`src/design/pic_defines.vh`:
```
// Constants for the priority interrupt controller
// Contract
// Key mask bit at 1 (reset) blocks that key; 0 lets it into keyboard request.
// Nonmaskable request has top priority and ignores the CPU mask bit.
// Nonmaskable input is edge detected; edge select picks rising or falling.
// Edge select 0 (reset) means falling edge, 1 means rising edge.
// Nonmaskable request uses vector 3; its sequence sets the CPU mask bit.
// Three external lines and keyboard request are edge or level sensed per source.
// Sense select 0 (reset) means low level; 1 means falling edge.
// Keyboard request is the OR of the eight unmasked key inputs.
// External lines use vectors 4 to 6, keyboard vector 10, descending priority.
// Detection uses the pin level regardless of pin direction.
// Any of the five external sources wakes the device from software standby.
// Peripheral requests use vectors 17-36 and 44-49, gated by enable and mask.
// Maskable request accepted only with its enable 1 and CPU mask 0; code also accepts an edge request still pending after its enable goes to 0.
// Edge request caught while enabled stays pending after disable; new edges ignored.
// Nonmaskable request ignored during reset and hardware standby.
// With CPU mask 1 only nonmaskable is accepted; others stay pending.
// Only the highest priority accepted request and its vector go to the CPU.
// CPU finishes current instruction, latches vector, starts exception sequence.
// Sequence first stacks program counter and condition byte.
// After stacking, the sequence sets the CPU mask bit.
// Sequence builds vector address, loads table entry into program counter.
// Vector entries are 16-bit words at byte address twice the vector number.
// Condition byte is stacked as two copies; return uses the even byte.
// Instruction completion wait is 1-13 states on-chip, 5-17 external.
// On-chip response: 2 decide, 4 stack, 2 vector fetch, 4 instruction fetch.
// A level request holds only while its input stays low; no clear needed.
`ifndef PIC_DEFINES_VH
`define PIC_DEFINES_VH
`define PIC_VEC_NMI 6'h03
`define PIC_VEC_LINE0 6'h04
`define PIC_VEC_KEY 6'h0a
`define PIC_VEC_PERI_LO_BASE 6'h11
`define PIC_PERI_LO_COUNT 20
`define PIC_VEC_PERI_HI_BASE 6'h2c
`define PIC_PERI_COUNT 26
`define PIC_KEY_MASK_RESET 8'hff
`define PIC_SENSE_RESET 1'b0
`define PIC_NMI_EDGE_RESET 1'b0
`endif

```
`src/design/pic_edge_sense.v`:
```
// Per-source falling-edge or low-level request sensing with pending latch
`timescale 1ns/1ps
module pic_edge_sense (
	clk,
	rst,
	level_in,
	sense_select,
	request_enable,
	clear_pending,
	request
);
	input wire clk;
	input wire rst;
	input wire level_in;
	input wire sense_select;
	input wire request_enable;
	input wire clear_pending;
	output wire request;
	reg last;
	reg pending;
	wire fall;
	assign fall = last & ~level_in;
	always @(posedge clk) begin
		if (rst) begin
			last <= 1'b1;
			pending <= 1'b0;
		end else begin
			last <= level_in;
			// pending capture
			if (sense_select && request_enable && fall)
				pending <= 1'b1;
			else if (clear_pending || (!sense_select && !request_enable))
				pending <= 1'b0;
		end
	end
	// level or edge
	// level follows pin
	assign request = sense_select ? pending : (request_enable & ~level_in);
endmodule // pic_edge_sense

```
`src/design/pic_controller.v`:
```
// Priority interrupt controller: sensing, masking, arbitration and vector output
`timescale 1ns/1ps
`include "pic_defines.vh"
module pic_controller #(
	parameter KEYS = 8,
	parameter LINES = 3,
	parameter PERIS = `PIC_PERI_COUNT
) (
	clk,
	rst,
	hw_standby,
	nmi_pin,
	external_request_line_n,
	key_sense_input,
	nmi_edge_select,
	line_sense_select,
	keyboard_sense_select,
	line_request_enable,
	keyboard_request_enable,
	key_input_mask_bits,
	peri_request,
	cpu_mask,
	cpu_ack,
	irq_request,
	irq_vector,
	irq_is_nmi,
	wake_request
);
	input wire clk;
	input wire rst;
	input wire hw_standby;
	input wire nmi_pin;
	input wire [LINES-1:0] external_request_line_n;
	input wire [KEYS-1:0] key_sense_input;
	input wire nmi_edge_select;
	input wire [LINES-1:0] line_sense_select;
	input wire keyboard_sense_select;
	input wire [LINES-1:0] line_request_enable;
	input wire keyboard_request_enable;
	input wire [KEYS-1:0] key_input_mask_bits;
	input wire [PERIS-1:0] peri_request;
	input wire cpu_mask;
	input wire cpu_ack;
	output reg irq_request;
	output reg [5:0] irq_vector;
	output reg irq_is_nmi;
	output reg wake_request;

	reg [LINES-1:0] line_s1;
	reg [LINES-1:0] line_s2;
	reg [KEYS-1:0] key_s1;
	reg [KEYS-1:0] key_s2;
	reg nmi_s1;
	reg nmi_s2;
	reg nmi_last;
	reg nmi_pending;
	reg combined_keyboard_request;
	reg any_req;
	reg [5:0] next_vector;
	reg next_is_nmi;
	reg [LINES:0] next_clear;
	wire [LINES:0] ext_req;
	wire nmi_edge;
	integer i;

	// Pins are asynchronous: two flops each
	// pin level sampled
	always @(posedge clk) begin
		if (rst) begin
			line_s1 <= {LINES{1'b1}};
			line_s2 <= {LINES{1'b1}};
			key_s1 <= {KEYS{1'b1}};
			key_s2 <= {KEYS{1'b1}};
			nmi_s1 <= 1'b1;
			nmi_s2 <= 1'b1;
		end else begin
			line_s1 <= external_request_line_n;
			line_s2 <= line_s1;
			key_s1 <= key_sense_input;
			key_s2 <= key_s1;
			nmi_s1 <= nmi_pin;
			nmi_s2 <= nmi_s1;
		end
	end

	// key masking
	// keyboard OR
	always @(posedge clk) begin
		if (rst)
			combined_keyboard_request <= 1'b1;
		else
			combined_keyboard_request <= ~|(~key_s2 & ~key_input_mask_bits);
	end

	// nmi edge detect
	// edge polarity
	assign nmi_edge = nmi_edge_select ? (~nmi_last & nmi_s2) : (nmi_last & ~nmi_s2);

	always @(posedge clk) begin
		if (rst) begin
			nmi_last <= 1'b1;
			nmi_pending <= 1'b0;
		end else begin
			nmi_last <= nmi_s2;
			// nmi blocked in standby
			if (hw_standby)
				nmi_pending <= 1'b0;
			else if (nmi_edge)
				nmi_pending <= 1'b1;
			else if (cpu_ack && irq_request && irq_is_nmi)
				nmi_pending <= 1'b0;
		end
	end

	// per-source sensing
	genvar g;
	generate
		for (g = 0; g <= LINES; g = g + 1) begin : g_sense
			wire src_level;
			wire src_sense;
			wire src_enable;
			if (g < LINES) begin : g_line
				assign src_level = line_s2[g];
				assign src_sense = line_sense_select[g];
				assign src_enable = line_request_enable[g];
			end else begin : g_key
				assign src_level = combined_keyboard_request;
				assign src_sense = keyboard_sense_select;
				assign src_enable = keyboard_request_enable;
			end
			// Clear in the ack cycle so the served edge is not offered again
			pic_edge_sense u_sense (
				.clk(clk),
				.rst(rst),
				.level_in(src_level),
				.sense_select(src_sense),
				.request_enable(src_enable),
				.clear_pending(cpu_ack & irq_request & next_clear[g]),
				.request(ext_req[g])
			);
		end
	endgenerate

	// priority arbitration
	always @* begin
		any_req = 1'b0;
		next_vector = 6'h00;
		next_is_nmi = 1'b0;
		next_clear = {(LINES+1){1'b0}};
		// nmi first
		// nmi vector
		if (nmi_pending) begin
			any_req = 1'b1;
			next_vector = `PIC_VEC_NMI;
			next_is_nmi = 1'b1;
		// enable and mask
		// masked stays pending
		end else if (!cpu_mask) begin
			// peripheral vectors
			for (i = PERIS - 1; i >= 0; i = i - 1) begin
				if (peri_request[i]) begin
					any_req = 1'b1;
					if (i < `PIC_PERI_LO_COUNT)
						next_vector = `PIC_VEC_PERI_LO_BASE + i[5:0];
					else
						next_vector = `PIC_VEC_PERI_HI_BASE + i[5:0] - 6'd20;
				end
			end
			// external priority
			if (ext_req[LINES]) begin
				any_req = 1'b1;
				next_vector = `PIC_VEC_KEY;
				next_clear = {(LINES+1){1'b0}};
				next_clear[LINES] = 1'b1;
			end
			for (i = LINES - 1; i >= 0; i = i - 1) begin
				if (ext_req[i]) begin
					any_req = 1'b1;
					next_vector = `PIC_VEC_LINE0 + i[5:0];
					next_clear = {(LINES+1){1'b0}};
					next_clear[i] = 1'b1;
				end
			end
		end
	end

	always @(posedge clk) begin
		if (rst) begin
			irq_request <= 1'b0;
			irq_vector <= 6'h00;
			irq_is_nmi <= 1'b0;
			wake_request <= 1'b0;
		end else begin
			irq_request <= any_req & ~cpu_ack;
			// table entry sits at twice this number
			irq_vector <= (any_req & ~cpu_ack) ? next_vector : 6'h00;
			irq_is_nmi <= next_is_nmi & ~cpu_ack;
			// standby wake
			wake_request <= nmi_pending | (|ext_req);
		end
	end
endmodule // pic_controller

```
`config.mk`:
```
export PLATFORM = sky130hd
export DESIGN_NAME = pic_controller
export DESIGN_NICKNAME = d
export VERILOG_FILES = /design/src/design/pic_edge_sense.v /design/src/design/pic_controller.v
export VERILOG_INCLUDE_DIRS = /design/src /design/src/design
export SDC_FILE = /design/constraint.sdc
export NUM_CORES = 1
export LEC_CHECK = 0
export BUFFER_PORTS_ARGS = -buffer_cell sky130_fd_sc_hd__buf_4
export CORE_MARGIN = 2
export CORE_UTILIZATION = 54
export CTS_BUF_LIST = sky130_fd_sc_hd__clkbuf_2
export DETAILED_ROUTE_END_ITERATION = 6
export MAX_ROUTING_LAYER = met4
export PLACE_DENSITY = 0.95
export RECOVER_POWER = 25
export SLEW_MARGIN = 20
export SYNTH_ARGS = -nofsm -noshare
export SYNTH_HDL_FRONTEND = slang
export SYNTH_SLANG_ARGS = --single-unit
```
`constraint.sdc`:
```
create_clock -name clk -period 2.8 [get_ports clk]
set_clock_uncertainty 0.15 [all_clocks]
set_input_delay 0.28 -clock clk [delete_from_list [all_inputs] [get_ports clk]]
set_output_delay 0.28 -clock clk [all_outputs]
set_load 0.01 [all_outputs]
```
==> out/qor.yml, run 1 <==
status: "finished clean"
setup_violations: 0
grt_pass1_vias: 1819
synthToLayoutAreaGrowth_pct: 43.99
synth.top_cells.by_count: "sky130_fd_sc_hd__dfxtp_1 (44), sky130_fd_sc_hd__or2_2 (31), sky130_fd_sc_hd__nor2_1 (18)"
post_cts.repair.setup_buffers: 0
die_w_um: 62.56
slew_violations: 0
grt_use_total: 0.2827
number_of_nets_with_antenna_violations_after_detailed_routing: 0
static_leak_nw: 1.092
grt_first_pass_wirelength_um: 8445
cp_common_cell: "sky130_fd_sc_hd__dlygate4sd3_1"
num_vias: 1834
die-area_um2: 3914
initial_core_util: 0.5593
worst_slack_ns: 0.3998
most_frequent_cell_after_synthesis: "sky130_fd_sc_hd__dfxtp_1"
timing.setup.critical_path_class: "input port to flip-flop"
max_freq_mhz: 416.6
holdPathEnd: "g_sense[3].u_sense.pending"
rsz0062_at_grt: "false"
antenna_found_initial: 0
cp.required_ns: 2.98
drt-total-wl_um: 5056
worst-endpoint-arrival_ns: 2.58
finish.cell_count_without_fillers: 338
post_synth_edffs: 0
row_count: 21
maxSlewHeadroom: 0.6774
synth_area_um2: 1852
power.density_nw_per_um2: 457.9
worstSetupStartpoint: "line_request_enable[2]"
clock_tree.root_cell: "sky130_fd_sc_hd__clkbuf_2"
avgSynthCellArea_um2: 9.213
place_congestion: 0.8401
viasPerCell: 5.426
timing.hold.worst_path_depth: 3
timing.critical_path.to_type: "flip-flop"
post_synth_main_area_contributors: "sky130_fd_sc_hd__dfxtp_1 (48%), sky130_fd_sc_hd__or2_2 (10%), sky130_fd_sc_hd__nor2_1 (3.6%), sky130_fd_sc_hd__nor3_1 (3.0%), sky130_fd_sc_hd__nor3b_1 (2.4%)"
drc_errors: 0
pwr-share-seq: 0.544
die_height_um: 62.56
cts_inserted_buffers: 5
nets: 351
yosys_most_used_dff: "sky130_fd_sc_hd__dfxtp_1"
fin_total_pwr_w: 0.001221
num_antenna_cells: 0
critical-path-max-stage-delay_ns: 0.56
r2r_cells: 6
drive_gt1_frac: 0.3870
synth-async-reset-ratio: 0
setup_total_negative_slack_ns: 0
avgRoutedWirePerCell_um: 14.96
worst_skew_pair.late_latency_ns: 0.41
cts.reportedPaths.clkPinSlew_ns: 0.23
place_inst: 311
place_ws_ns: 0.7867
final_min_period_over_clock_period: 0.8572
postSynthCellCount: 201
rr_startpoint: "line_s2[2]"
cell_type_with_the_largest_total_area_after_synthesis: "sky130_fd_sc_hd__dfxtp_1"
power_frac_comb: 0.155
synthesis.nets: 261
power.ir.vdd_worst_v: 0.0004205
final_hold_viol_count: 0
synth_seq_cells: 44
cp_cell_sequence: "dlygate4sd3_1 -> buf_4 -> nor3b_1 -> nor2_1 -> o31a_1 -> o21ai_0 -> a21oi_1 -> dlygate4sd3_1"
min_from: "keyboard_request_enable"
tightest_pin_transition_ns: 0.4828
yosysTopAreaCellShare: 0.4757
overflow: 0
synth-seq-area-share: 0.4757
htree_levels: 2
yosysWarningCount: 0
r2r_slack_ns: 0.52
fp.coreArea_um2: 3311
clockPowerShare: 0.302
internal_dissipation_w: 0.0009192
ios: 69
critPathMaxFanout: 3
reg2reg_to: "g_sense[2].u_sense.pending"
cts_tree: "done"
finalInstanceArea_um2: 2666
drt_iter0_markers: 118
maximum_number_of_pins_on_one_net_before_global_route_repair: 39
drv.max_cap_violation_count: 0
power.net_switching_w: 0.0003017
p_sw_frac: 0.2471
worst_setup_path_start_kind: "input port"
placement.cell_area_um2: 2405
dp.final_hpwl_um: 3158
detailedRoute.firstPassIterationCount: 4
numPortBuffers: 68
worst_hold_path_type: "input port to flip-flop"
ys_types: 42
slowest_stage: "sky130_fd_sc_hd__dlygate4sd3_1"
cts_buffer_depth: 2
post-route-min-period_ns: 2.400
clock_sink_count: 44
final cells by class:
class                   count  area, um2
multi-input cells         150      944.7
clock inverters             3      46.29
repair buffers             87      700.7
inverters                   3      11.26
flip-flops and latches     44      880.8
fillers                   207      644.4
clock buffers               5      25.02
well taps                  46      57.56
layout by cell type (no fill, tap or decap), types with 5 or more instances in the layout:
cell type	instances
sky130_fd_sc_hd__nand2_1	9
sky130_fd_sc_hd__nand2b_1	5
sky130_fd_sc_hd__o21ai_0	5
sky130_fd_sc_hd__dfxtp_1	44
sky130_fd_sc_hd__a21oi_1	8
sky130_fd_sc_hd__nor2_1	18
sky130_fd_sc_hd__nor3b_1	6
sky130_fd_sc_hd__clkbuf_2	5
sky130_fd_sc_hd__dlygate4sd3_1	19
sky130_fd_sc_hd__nor3_1	11
sky130_fd_sc_hd__buf_4	68
sky130_fd_sc_hd__or2_2	31
timing repair:
action	in CTS	in global routing
hold buffers	19	0
resized for setup	0	0
hold endpoints to repair	17	0
power groups by stage:
| stage | logic [W] | registers (W) | clock network [W] |
|---|---|---|---|
| final | 0.000189 | 0.000664 | 0.000368 |
| after global routing | 0.000205 | 0.000667 | 0.000396 |
| after CTS | 0.000184 | 0.000662 | 0.000369 |
| after detailed placement | 0.000164 | 0.000674 | 0 |
| after global placement | 0.000159 | 0.000673 | 0 |
| after floorplan | 0.0000664 | 0.000673 | 0 |
sequential cells by signal, indices dropped and copies added, names as in the netlist:
signal                     count
irq_is_nmi                     1
line_s1                        3
key_s1                         8
wake_request                   1
irq_request                    1
combined_keyboard_request      1
line_s2                        3
irq_vector                     6
nmi_pending                    1
nmi_s2                         1
nmi_s1                         1
key_s2                         8
nmi_last                       1
g_sense.u_sense.pending        4
g_sense.u_sense.last           4
critical path: cells and delay by family:
family,cells,cell delay [ns]
buffers and inverters,3,1.19
AO/OA/AOI/OAI,3,0.57
AND/OR/NAND/NOR,2,0.53
stage by stage:
step	util	hold slack, ns
floorplan	-	0.2068
global placement	0.7264	0.2406
detailed placement	0.7264	0.2432
CTS	0.8054	0.001043
global route	0.8054	0.03245
finish	0.8054	0.04003
logic make-up (layout without fill, tap and decap cells):
logic type / Yosys count / after routing / share of synthesized area
flip-flops: 44 / 44 / 0.4757
AND/OR/NAND/NOR: 109 / 109 / 0.3459
buffers and inverters: 7 / 98 / 0.01419
AO/OA/AOI/OAI: 41 / 41 / 0.1642
worst max path at each step:
stage                                       to  slack (ns)  depth (start not counted)
global route        g_sense[2].u_sense.pending        0.28                          8
finish              g_sense[2].u_sense.pending        0.40                          8
detailed placement               irq_vector[0]        0.79                          6
global placement                 irq_vector[0]        0.82                          6
CTS                 g_sense[2].u_sense.pending        0.44                          8
floorplan                        irq_vector[0]        1.04                          5
metal layers:
metal / global-route usage / up-vias / wire length, um
met5: - / - / 0
met4: 0.1278 / 0 / 129
met3: 0.06126 / 12 / 317
met2: 0.5094 / 70 / 2781
met1: 0.2943 / 842 / 1828
li1: - / 910 / -
Note: power is estimated with default switching activity, not from simulation.
==> run 2, diff against run 1 <==
--- a/config.mk
+++ b/config.mk
@@ -10,6 +10,7 @@
 export CORE_MARGIN = 2
 export CORE_UTILIZATION = 54
 export CTS_BUF_LIST = sky130_fd_sc_hd__clkbuf_2
+export CTS_CLUSTER_DIAMETER = 150
 export DETAILED_ROUTE_END_ITERATION = 6
 export MAX_ROUTING_LAYER = met4
 export PLACE_DENSITY = 0.95
==> constraint.sdc (replaced) <==
create_clock -name clk -period 2.8 [get_ports clk]
set_clock_uncertainty 0.15 [all_clocks]
set_input_delay 0.56 -clock clk [delete_from_list [all_inputs] [get_ports clk]]
set_output_delay 0.56 -clock clk [all_outputs]
set_load 0.01 [all_outputs]
==> run 2 against run 1 <==
  * First-iteration DRC count decreased by 27%
  * Sequential power about the same
  * Final area decreased by 7.2%
  * Combinational power decreased by 14%
  * Clock power decreased by 2%
  * Core utilization decreased by 5.8 points
  * Sequential share of layout area increased by 2.6 points
  * Largest power group unchanged
  * Highest routed layer unchanged
==> out/qor.yml, run 2 (synthesis results as in run 1) <==
status: "finished clean"  # unchanged
setup_total_negative_slack_ns: 0  # unchanged
viasPerCell: 5.376  # was 5.426
place_inst: 311  # unchanged
max_freq_mhz: 543.6  # was 416.6 MHz
grt_pass1_vias: 1634  # was 1819
cts.reportedPaths.clkPinSlew_ns: 0.21  # was 0.23 ns
worst_hold_path_type: "input port to flip-flop"  # unchanged
antenna_found_initial: 0  # unchanged
worst_setup_path_start_kind: "input port"  # unchanged
cts_buffer_depth: 2  # unchanged
rsz0062_at_grt: "false"  # unchanged
drive_gt1_frac: 0.4103  # was 0.3870
timing.setup.critical_path_class: "input port to flip-flop"  # unchanged
avgRoutedWirePerCell_um: 12.59  # was 14.96 um
die_w_um: 62.56  # unchanged
die-area_um2: 3914  # unchanged
nets: 332  # was 351
initial_core_util: 0.5593  # unchanged
cts_hold_buffers: 0  # was 19
ios: 69  # unchanged
dp.final_hpwl_um: 3118  # was 3158 um
clock_sink_count: 44  # unchanged
fillers: 261  # was 207
maximum_number_of_pins_on_one_net_before_global_route_repair: 39  # unchanged
post-route-min-period_ns: 1.839  # was 2.400 ns
place_congestion: 0.8401  # unchanged
drt_iter0_markers: 86  # was 118
power_frac_comb: 0.138  # was 0.155
post_cts.repair.setup_buffers: 0  # unchanged
slowest_stage: "sky130_fd_sc_hd__or4_1"  # was sky130_fd_sc_hd__dlygate4sd3_1
static_leak_nw: 1.012  # was 1.092 nW
worst_slack_ns: 0.9605  # was 0.3998 ns
p_sw_frac: 0.2387  # was 0.2471
numPortBuffers: 68  # unchanged
power.density_nw_per_um2: 479.1  # was 457.9 nW/um2
slew_violations: 0  # unchanged
cp.required_ns: 2.99  # was 2.98 ns
drt-total-wl_um: 4015  # was 5056 um
cp_cell_sequence: "buf_4 -> or4_1 -> nor4_2 -> nand4_1 -> a21o_1 -> a21boi_1"  # was dlygate4sd3_1 -> buf_4 -> nor3b_1 -> nor2_1 -> o31a_1 -> o21ai_0 -> a21oi_1 -> dlygate4sd3_1
critical-path-max-stage-delay_ns: 0.59  # was 0.56 ns
clockPowerShare: 0.304  # was 0.302
overflow: 0  # unchanged
cts_tree: "done"  # unchanged
worst_path_dominant_cell_family: "simple AND/OR/NAND/NOR gates"  # was buffers and inverters
timing.critical_path.to_type: "flip-flop"  # unchanged
internal_dissipation_w: 0.0009022  # was 0.0009192 W
grt_first_pass_wirelength_um: 6879  # was 8445 um
maxSlewHeadroom: 0.1879  # was 0.6774
bufs_and_invs_on_worst_path: 1  # was 3
mostFrequentLayoutCell: "sky130_fd_sc_hd__buf_4"  # unchanged
largestRegisters: "key_s1 x8, key_s2 x8, irq_vector x6"  # unchanged
detailedRoute.firstPassIterationCount: 4  # unchanged
final_hold_viol_count: 0  # unchanged
cts_inserted_buffers: 5  # unchanged
power.net_switching_w: 0.0002829  # was 0.0003017 W
critPathMaxFanout: 4  # was 3
row_count: 21  # unchanged
post_cts_resized: 0  # unchanged
drv.max_cap_violation_count: 0  # unchanged
die_height_um: 62.56  # unchanged
power.ir.vdd_worst_v: 0.0003735  # was 0.0004205 V
clock_tree.root_cell: "sky130_fd_sc_hd__clkbuf_2"  # unchanged
drc_errors: 0  # unchanged
finish.cell_count_without_fillers: 319  # was 338
grt_use_total: 0.2287  # was 0.2827
worst_skew_pair.late_latency_ns: 0.42  # was 0.41 ns
setup_violations: 0  # unchanged
leading_cell_types_in_the_layout_fill_and_taps_excluded: "sky130_fd_sc_hd__buf_4 (67), sky130_fd_sc_hd__dfxtp_1 (44), sky130_fd_sc_hd__or2_2 (31), sky130_fd_sc_hd__nor2_1 (18), sky130_fd_sc_hd__nor3_1 (11)"  # was sky130_fd_sc_hd__buf_4 (68), sky130_fd_sc_hd__dfxtp_1 (44), sky130_fd_sc_hd__or2_2 (31), sky130_fd_sc_hd__dlygate4sd3_1 (19), sky130_fd_sc_hd__nor2_1 (18)
htree_levels: 2  # unchanged
place_ws_ns: 0.5083  # was 0.7867 ns
number_of_nets_with_antenna_violations_after_detailed_routing: 0  # unchanged
pwr-share-seq: 0.558  # was 0.544
num_antenna_cells: 0  # unchanged
synthToLayoutAreaGrowth_pct: 33.58  # was 43.99%
worst-endpoint-arrival_ns: 2.03  # was 2.58 ns
tightest_pin_transition_ns: 1.218  # was 0.4828 ns
fp.coreArea_um2: 3311  # unchanged
final_min_period_over_clock_period: 0.6570  # was 0.8572
num_vias: 1715  # was 1834
-- run 2: cell count changes in the layout (fill, tap and decap cells not counted) --
cell	before	now
sky130_fd_sc_hd__buf_4	68	67
sky130_fd_sc_hd__clkbuf_1	0	1
sky130_fd_sc_hd__clkinv_4	0	2
sky130_fd_sc_hd__clkinvlp_4	1	0
sky130_fd_sc_hd__dlygate4sd3_1	19	0
sky130_fd_sc_hd__inv_6	1	0
-- run 2: worst register-to-register path, stage by stage, from the launching register on --
cell                       delay, ns
sky130_fd_sc_hd__dfxtp_1        0.36
sky130_fd_sc_hd__or3b_2         0.48
sky130_fd_sc_hd__and2_1         0.19
sky130_fd_sc_hd__or3_1          0.35
sky130_fd_sc_hd__o211ai_1       0.10
sky130_fd_sc_hd__a21oi_1        0.08
-- run 2: layout make-up --
type,count,area [um2],area share
Clock buffer,5,25.02,0.01012
Clock inverter,3,47.55,0.01922
Inverter,3,11.26,0.004552
Multi-Input combinational cell,150,944.7,0.3819
Sequential cell,44,880.8,0.3561
Tap cell,46,57.56,0.02327
Timing Repair Buffer,68,506.7,0.2049
-- run 2: metal layers --
layer,routed length (um),global-route usage
met3,291,0.07928
met1,1624,0.2546
met2,2055,0.3723
met4,44,0.1000
met5,0,-
-- run 2: power by group through the flow --
stage / clock [W] / combinational [W] / sequential [W]
6_report: 0.000361 / 0.000163 / 0.000661
5_1_grt: 0.000402 / 0.000180 / 0.000665
4_1_cts: 0.000375 / 0.000164 / 0.000662
3_5_place_dp: 0 / 0.000163 / 0.000674
3_3_place_gp: 0 / 0.000159 / 0.000673
2_1_floorplan: 0 / 0.0000664 / 0.000673
-- run 2: worst paths after layout --
kind | cells past startpoint | start | to | slack (ns)
min | 2 | hw_standby | nmi_pending | 0.13
min reg2reg | 1 | key_s1[2] | key_s2[2] | 0.29
max | 6 | peri_request[18] | irq_vector[0] | 0.96
max reg2reg | 5 | line_s2[1] | g_sense[1].u_sense.pending | 0.96
-- run 2: through the flow --
stage | util | power [W] | cell area, um2 | hold WS [ns]
final | 0.7472 | 0.001185 | 2474 | 0.1250
after global routing | 0.7472 | 0.001247 | 2474 | 0.07253
after CTS | 0.7483 | 0.001200 | 2477 | 0.08745
after detailed placement | 0.7264 | 0.0008369 | 2405 | 0.2432
after global placement | 0.7264 | 0.0008323 | 2405 | 0.2406
after floorplan | - | 0.0007398 | 1852 | 0.2395
